--- src/pts_defs.vh ---
`ifndef PTS_DEFS_VH
`define PTS_DEFS_VH

// counter width
`define PTS_W            32
// prescaler divide field width
`define PTS_PRE_W        8
// time-stamp reload value
`define PTS_TS_RELOAD    32'h0000_0001
// three-fourths-rate phase counter: one skipped bus clock out of four
`define PTS_QTR_W        2
`define PTS_QTR_SKIP     2'h3
`define PTS_QTR_RST      2'h0
`define PTS_QTR_STEP     2'h1
// count step, last watchdog count and time-stamp maximum
`define PTS_STEP         32'h0000_0001
`define PTS_WD_LAST      32'h0000_0001
`define PTS_TS_MAX       32'hffff_ffff
// reset values
`define PTS_RST_COUNT    32'h0000_0000
`define PTS_RST_PRE      8'h00

`endif

--- src/pts_down_counter.v ---
`timescale 1ns/1ps
`include "pts_defs.vh"

// ----------------------------------------------------------------
// reloading down counter with optional prescaler
// ----------------------------------------------------------------
module pts_down_counter
(
  // clock and reset
  input  wire                    clk,
  input  wire                    arst_n,
  // control
  input  wire                    run,
  input  wire                    tick,
  input  wire                    use_pre,
  input  wire [`PTS_PRE_W-1:0]   pre_div,
  input  wire [`PTS_W-1:0]       reload,
  // state
  output reg  [`PTS_W-1:0]       count_reg,
  output reg                     zero_reg
);

  reg [`PTS_PRE_W-1:0] pre_reg;
  reg                  run_d_reg;
  wire                 pre_hit = !use_pre || (pre_reg == pre_div);
  wire                 adv     = run && tick && pre_hit;

  always @(posedge clk or negedge arst_n)
  begin
    if (!arst_n)
    begin
      count_reg <= `PTS_RST_COUNT;
      pre_reg   <= `PTS_RST_PRE;
      zero_reg  <= 1'b0;
      run_d_reg <= 1'b0;
    end
    else
    begin
      run_d_reg <= run;
      zero_reg  <= 1'b0;
      if (run && !run_d_reg)
      begin
        // start always from the programmed value, never the held one
        count_reg <= reload;
        pre_reg   <= `PTS_RST_PRE;
      end
      else if (run && tick)
      begin
        pre_reg <= pre_hit ? `PTS_RST_PRE : pre_reg + 8'h01;
        if (adv)
        begin
          if (count_reg == `PTS_RST_COUNT)
          begin
            count_reg <= reload;
            zero_reg  <= 1'b1;
          end
          else
            count_reg <= count_reg - 32'h0000_0001;
        end
      end
    end
  end

endmodule // pts_down_counter

--- src/pts_timer_subsys.v ---
`timescale 1ns/1ps
`include "pts_defs.vh"

// What this block does
// - two independent down timers: os tick and application
// - also a countdown watchdog and an up-counting time-stamp counter
// - time-stamp reload loads one, not zero
// - prescaler on all timers except the watchdog
// - three-fourths-rate mode advances counters on three of four clocks
// - time-stamp compare value raises interrupt on equality
// - time-stamp keeps counting after a compare match
// - per-timer run control can stop a timer in three-fourths mode
// - restart after stop reloads, except the watchdog, which pauses and continues
module pts_timer_subsys
(
  // clock and reset
  input  wire                  clk,
  input  wire                  arst_n,
  // common configuration
  input  wire                  qtr_mode,
  // os tick down counter
  input  wire                  os_run,
  input  wire                  os_pre_en,
  input  wire [`PTS_PRE_W-1:0] os_pre_div,
  input  wire [`PTS_W-1:0]     os_reload,
  output reg  [`PTS_W-1:0]     os_count,
  output reg                   os_irq,
  // application down counter
  input  wire                  app_run,
  input  wire                  app_pre_en,
  input  wire [`PTS_PRE_W-1:0] app_pre_div,
  input  wire [`PTS_W-1:0]     app_reload,
  output reg  [`PTS_W-1:0]     app_count,
  output reg                   app_irq,
  // watchdog
  input  wire                  wd_run,
  input  wire [`PTS_W-1:0]     wd_load,
  input  wire                  wd_load_wr,
  output reg  [`PTS_W-1:0]     wd_count,
  output reg                   wd_expired,
  // time stamp
  input  wire                  ts_run,
  input  wire                  ts_pre_en,
  input  wire [`PTS_PRE_W-1:0] ts_pre_div,
  input  wire                  ts_reload_wr,
  input  wire [`PTS_W-1:0]     ts_compare,
  output reg  [`PTS_W-1:0]     ts_count,
  output reg                   ts_match_irq,
  output reg                   ts_roll_irq
);

  // ----------------------------------------------------------------
  // three-fourths-rate tick
  // ----------------------------------------------------------------
  // phase counter free-runs; the tick drops out once every four clocks
  reg  [`PTS_QTR_W-1:0] qtr_reg;
  wire                  tick = !qtr_mode || (qtr_reg != `PTS_QTR_SKIP);

  always @(posedge clk or negedge arst_n)
  begin
    if (!arst_n)
      qtr_reg <= `PTS_QTR_RST;
    else
      qtr_reg <= qtr_reg + `PTS_QTR_STEP;
  end

  // ----------------------------------------------------------------
  // run controls
  // ----------------------------------------------------------------
  // for the os, app and time-stamp timers stop exists only in three-fourths mode; at full rate they free-run
  // a rising go reloads its timer, so a stopped timer never resumes
  wire os_go  = os_run  || !qtr_mode;
  wire app_go = app_run || !qtr_mode;
  wire ts_go  = ts_run  || !qtr_mode;

  // ----------------------------------------------------------------
  // general-purpose down timers
  // ----------------------------------------------------------------
  // both timers share the phase tick so their rates stay in step
  // zero flags are one-clock pulses from the zero step
  wire [`PTS_W-1:0] os_cnt_w;
  wire [`PTS_W-1:0] app_cnt_w;
  wire              os_zero_w;
  wire              app_zero_w;

  pts_down_counter u_os_tick_down_counter
  (
    .clk       (clk),
    .arst_n    (arst_n),
    .run       (os_go),
    .tick      (tick),
    .use_pre   (os_pre_en),
    .pre_div   (os_pre_div),
    .reload    (os_reload),
    .count_reg (os_cnt_w),
    .zero_reg  (os_zero_w)
  );

  pts_down_counter u_application_down_counter
  (
    .clk       (clk),
    .arst_n    (arst_n),
    .run       (app_go),
    .tick      (tick),
    .use_pre   (app_pre_en),
    .pre_div   (app_pre_div),
    .reload    (app_reload),
    .count_reg (app_cnt_w),
    .zero_reg  (app_zero_w)
  );

  // ----------------------------------------------------------------
  // watchdog, no prescaler
  // ----------------------------------------------------------------
  // the count parks at zero and the expiry flag holds until the next load
  reg  [`PTS_W-1:0] wd_reg;
  wire              wd_step = wd_run && tick && (wd_reg != `PTS_RST_COUNT);
  wire              wd_last = (wd_reg == `PTS_WD_LAST);

  always @(posedge clk or negedge arst_n)
  begin
    if (!arst_n)
    begin
      wd_reg     <= `PTS_RST_COUNT;
      wd_expired <= 1'b0;
    end
    // a load outranks the last step, so a reload never leaves a stale expiry
    else if (wd_load_wr)
    begin
      wd_reg     <= wd_load;
      wd_expired <= 1'b0;
    end
    else if (wd_step)
    begin
      wd_reg <= wd_reg - `PTS_STEP;
      if (wd_last)
        wd_expired <= 1'b1;
    end
  end

  // ----------------------------------------------------------------
  // time-stamp up counter
  // ----------------------------------------------------------------
  // a reload write or a rising go both restart the count at one
  reg  [`PTS_W-1:0]     ts_reg;
  reg  [`PTS_PRE_W-1:0] ts_pre_reg;
  reg                   ts_go_d_reg;
  wire                  ts_pre_hit = !ts_pre_en || (ts_pre_reg == ts_pre_div);
  wire                  ts_restart = ts_reload_wr || (ts_go && !ts_go_d_reg);
  wire                  ts_tick    = ts_go && tick;
  wire [`PTS_W-1:0]     ts_next    = ts_reg + `PTS_STEP;
  // both events are judged on the advance itself, so a pulse marks its own step
  wire                  ts_hit_cmp = (ts_next == ts_compare);
  wire                  ts_at_max  = (ts_reg == `PTS_TS_MAX);

  always @(posedge clk or negedge arst_n)
  begin
    if (!arst_n)
    begin
      ts_reg       <= `PTS_RST_COUNT;
      ts_pre_reg   <= `PTS_RST_PRE;
      ts_go_d_reg  <= 1'b0;
      ts_match_irq <= 1'b0;
      ts_roll_irq  <= 1'b0;
    end
    else
    begin
      ts_go_d_reg  <= ts_go;
      ts_match_irq <= 1'b0;
      ts_roll_irq  <= 1'b0;
      if (ts_restart)
      begin
        // prescaler restarts with the count, so the first step takes a full divide
        ts_reg     <= `PTS_TS_RELOAD;
        ts_pre_reg <= `PTS_RST_PRE;
      end
      else if (ts_tick)
      begin
        ts_pre_reg <= ts_pre_hit ? `PTS_RST_PRE : ts_pre_reg + 8'h01;
        if (ts_pre_hit)
        begin
          ts_reg <= ts_next;
          if (ts_hit_cmp)
            ts_match_irq <= 1'b1;
          if (ts_at_max)
            ts_roll_irq <= 1'b1;
        end
      end
    end
  end

  // ----------------------------------------------------------------
  // registered outputs
  // ----------------------------------------------------------------
  // counts lag their counters by one clock
  // irq pulses follow the zero step by one clock
  always @(posedge clk or negedge arst_n)
  begin
    if (!arst_n)
    begin
      os_count  <= `PTS_RST_COUNT;
      app_count <= `PTS_RST_COUNT;
      wd_count  <= `PTS_RST_COUNT;
      ts_count  <= `PTS_RST_COUNT;
      os_irq    <= 1'b0;
      app_irq   <= 1'b0;
    end
    else
    begin
      os_count  <= os_cnt_w;
      app_count <= app_cnt_w;
      wd_count  <= wd_reg;
      ts_count  <= ts_reg;
      os_irq    <= os_zero_w;
      app_irq   <= app_zero_w;
    end
  end

endmodule // pts_timer_subsys

--- config.mk ---
export PLATFORM = sky130hd
export DESIGN_NAME = pts_timer_subsys
export DESIGN_NICKNAME = d
export VERILOG_FILES = /design/src/pts_down_counter.v /design/src/pts_timer_subsys.v
export VERILOG_INCLUDE_DIRS = /design/src
export SDC_FILE = /design/constraint.sdc
export NUM_CORES = 1
export LEC_CHECK = 0
export ABC_AREA = 1
export BUFFER_PORTS_ARGS = -buffer_cell sky130_fd_sc_hd__buf_2
export CAP_MARGIN = 15
export CORE_MARGIN = 4
export CORE_UTILIZATION = 60
export CTS_CLUSTER_SIZE = 12
export DETAILED_ROUTE_END_ITERATION = 7
export GPL_TIMING_DRIVEN = 0
export PLACE_DENSITY_LB_ADDON = 0.25
export SETUP_SLACK_MARGIN = 0.02
export SLEW_MARGIN = 20
export SYNTH_ARGS = -nofsm -noshare
export SYNTH_HDL_FRONTEND = slang
export SYNTH_HIERARCHICAL = 1
export SYNTH_SLANG_ARGS = --single-unit
--- constraint.sdc ---
create_clock -name clk -period 4 [get_ports clk]
set_clock_uncertainty 0.2 [all_clocks]
set_input_delay 0.6 -clock clk [delete_from_list [all_inputs] [get_ports clk]]
set_output_delay 0.6 -clock clk [all_outputs]
set_load 0.01 [all_outputs]
==> summary.md <==
| Metric | Value |
|---|---|
| Worst-Skew Late Latency | `around 0.55 ns` |
| Clock sinks | `slightly below 300` |
| Synth unique cells | `43` |
| Final nets | `roughly 2500` |
| IO Pins | `roughly 300` |
| Gp weighted congestion | `~0.93` |
| Vias in the first global route | `14300` |
| Crit path max fanout | `10` |
| Maxcap violations | `0` |
| CTS Root Cell | `clkbuf_16` |
| Hold EP | `wd_reg[23]` |
| Max Slew Vio Count | `0` |
| Hold depth | `3` |
| FFs w/ async S/R, synth | `100%` |
| Syn Nets | `between 2000 and 2500` |
| Wirelength per Cell | `~16 um` |
| Vias per cell | `around 5.4` |
| Initial Util | `roughly three fifths` |
| Clock buffer depth | `3` |
| WP data arrival | `between 3 and 4 ns` |
| DIE AREA | `approximately 28000 sq um` |
| DRC Markers | `0` |
| Share of post-route cells with drive strength above 1 | `between 10% and 20%` |
| Tot GR Track Use | `about 30%` |
| Outcome | `finished, final reports clean` |
| Average cell area after synthesis | `7.68 sq um` |
| Final setup violating endpoints | `0` |
| Area share of the largest cell type after synthesis | `47.8%` |
| Footprint of the multi-input gates | `around 7000 sq um` |
| Final wirelength | `around 43000 um` |
| Die height | `~170 um` |
| DP Wirelength | `approximately 33000 um` |
| Fillers | `approximately 2000` |
| Final hold violations | `0` |
| Reg-to-Reg End | `ts_reg[9]` |
| PwrDens | `around 500 nW/um^2` |
| Port Buf Inserts | `roughly 300` |
| Die X | `roughly 170 um` |
| Layout area overhead | `19.2%` |
| Worst min path class | `in2reg` |
| Yosys warnings | `6` |
| Placeable Area | `between 20000 and 30000 sq um` |
| CTS tree | `built` |
| Hold path start | `wd_load[23]` |
| Initial antenna violation count | `2` |
| Synth area leader | `dfrtp_1` |
| Clock slew seen by the registers of the worst setup and hold paths | `around 0.060 ns` |
| Grt total ovfl | `0` |
| Power, Total | `a little over 9 mW` |
| Worst-margin pin slew | `around 0.68 ns` |
| Dominant synthesized flop cell | `dfrtp_1` |
| Crit path kind | `reg2reg` |
| Largest net degree at the start of global routing | `82` |
| Routed Antenna Nets | `0` |
| Leakage power | `9.63 nW` |
| H-tree lvl count | `1` |
| Worst Path Required | `about 4.2 ns` |
| Post-layout util | `72.6%` |
| R2R setup slack | `between 1 and 1.5 ns` |
| Iter 0 DRT Violations | `around 1500` |
| Vias | `about 14000` |
| Synth area leaders | `dfrtp_1 48%, nand2_1 18%, nor2_1 6.1%` |
| VDD IR max | `0.509 mV` |
| Row count | `58` |
| Post-synth EDFFs | `0` |
| Synth Cell Area | `around 15000 sq um` |
| Mapped Cells | `about 2000` |
| Hold WS | `roughly 0.075 ns` |
| Sequential fraction of the synthesis area | `a little under half` |
| Drt first pass iters | `7` |
| Worst Setup End Kind | `flop` |
| Slew headroom | `54.8%` |
| Fin crit share | `between 60% and 70%` |
| Min Tclk post-route | `2.80 ns` |
| PostCTS Resize Cnt | `0` |
| Synthesis-stage register bit count | `between 200 and 300` |
| Worst Setup Start Kind | `flop` |
| Worst-case reg-to-reg path depth | `9` |
| RR Startpoint | `qtr_reg[0]` |
| Total CTS buffers | `30` |
| First-pass GRT wire length | `around 70000 um` |
| Fmax | `around 360 MHz` |
| Reg area | `roughly 7300 sq um` |
| RSZ-0062 raised after global routing | `false` |
## synthesized netlist by cell type, types with 2 or more instances
cell type / instances
nand2_1: 747
dfrtp_1: 292
nor2_1: 247
inv_1: 186
nand3_1: 117
o21ai_0: 53
xor2_1: 49
xnor2_1: 48
nand4_1: 33
nor3_1: 22
buf_2: 21
a21oi_1: 19
o22ai_1: 19
nand2_2: 14
o211ai_1: 12
ha_1: 11
nor2_4: 11
and2_1: 9
nand3b_1: 9
o21bai_1: 9
buf_4: 8
nor2_2: 8
clkbuf_1: 7
buf_6: 5
and3_1: 4
xor3_1: 4
nand2_4: 3
o21ai_2: 3
o221ai_1: 3
o21a_1: 2
o21ai_1: 2
or2_2: 2
xnor3_1: 2
## power by group
part | leakage, nW | internal [mW] | switching, mW
combinational | 5.40 | 0.946 | 1.58
sequential | 3.76 | 3.49 | 0.552
clock | 0.464 | 1.56 | 1.11
## through the flow
step,setup TNS [ns],instances,cell area (sq um),setup slack [ns]
floorplan,0,1991,15300,1.94
global placement,-892.26,2617,17200,-3.08
detailed placement,0,2620,17300,1.00
CTS,0,2669,18200,1.15
global route,0,2670,18200,0.997
finish,0,2670,18200,1.20
## per-layer routing
layer / wire (um) / global-route usage [%] / share of wire [%] / vias up
li1: - / - / - / 6900
met1: 17300 / 39.9 / 40 / 6779
met2: 20900 / 51.0 / 48 / 667
met3: 3470 / 4.32 / 8.0 / 115
met4: 1470 / 10.8 / 3.4 / 2
met5: 13 / 0 / 0.030 / -
## final cells by class
type,instances,share of cell area [%]
tap,330,2.26
buffer,41,1.36
timing repair buffer,300,8.69
antenna,1,0.0137
inverter,187,3.85
sequential,292,40.1
clock inverter,3,0.0824
clock buffer,45,5.04
multi-input combinational,1471,38.6
## worst max-delay path, cell delays in order, from the launching register on
cell and delay (ns):
dfrtp_1 0.39, ha_1 0.21, o21ai_0 0.48, inv_1 0.15, nand2_2 0.19, nand2_1 0.23, inv_1 0.14, buf_2 0.24
buf_2 0.30, o22ai_1 0.13
## worst max-delay path by stage
stage	slack, ns	end	depth (start not counted)	start
after floorplan	1.94	u_application_down_counter/pre_reg[4]	9	qtr_mode
after global placement	-3.08	wd_reg[27]	1	arst_n
after detailed placement	1.00	ts_reg[9]	10	ts_run
after CTS	1.15	ts_reg[9]	9	qtr_reg[0]
after global routing	1.0	ts_reg[9]	9	qtr_reg[0]
final	1.20	ts_reg[9]	9	qtr_reg[0]
## kinds of logic after synthesis
family	after synthesis	share of synthesized area, %
AND/OR/NAND/NOR	1230	33.6
flip-flops	292	47.8
buffers and inverters	228	6.21
AO/OA/AOI/OAI	127	5.01
XOR/XNOR	103	6.47
adder cells (fa/ha/maj)	11	0.900
## cells in the final DEF, fill, tap and decap left out, types with 5 or more instances in the layout
cell,count
nand2_1,747
buf_2,316
dfrtp_1,292
nor2_1,247
inv_1,186
nand3_1,117
o21ai_0,53
xor2_1,49
xnor2_1,48
nand4_1,33
clkbuf_16,31
nor3_1,22
a21oi_1,19
o22ai_1,19
nand2_2,14
clkbuf_1,12
o211ai_1,12
nor2_4,11
ha_1,11
and2_1,9
nand3b_1,9
o21bai_1,9
clkbuf_8,9
nor2_2,8
buf_4,8
buf_6,5
## what timing repair did
item                                    CTS  global route
hold buffers                              1             0
buffers inserted                          0             0
endpoints found under the setup margin    0             0
hold endpoints to repair                 73             0
Note: power is estimated with default switching activity, not from simulation.
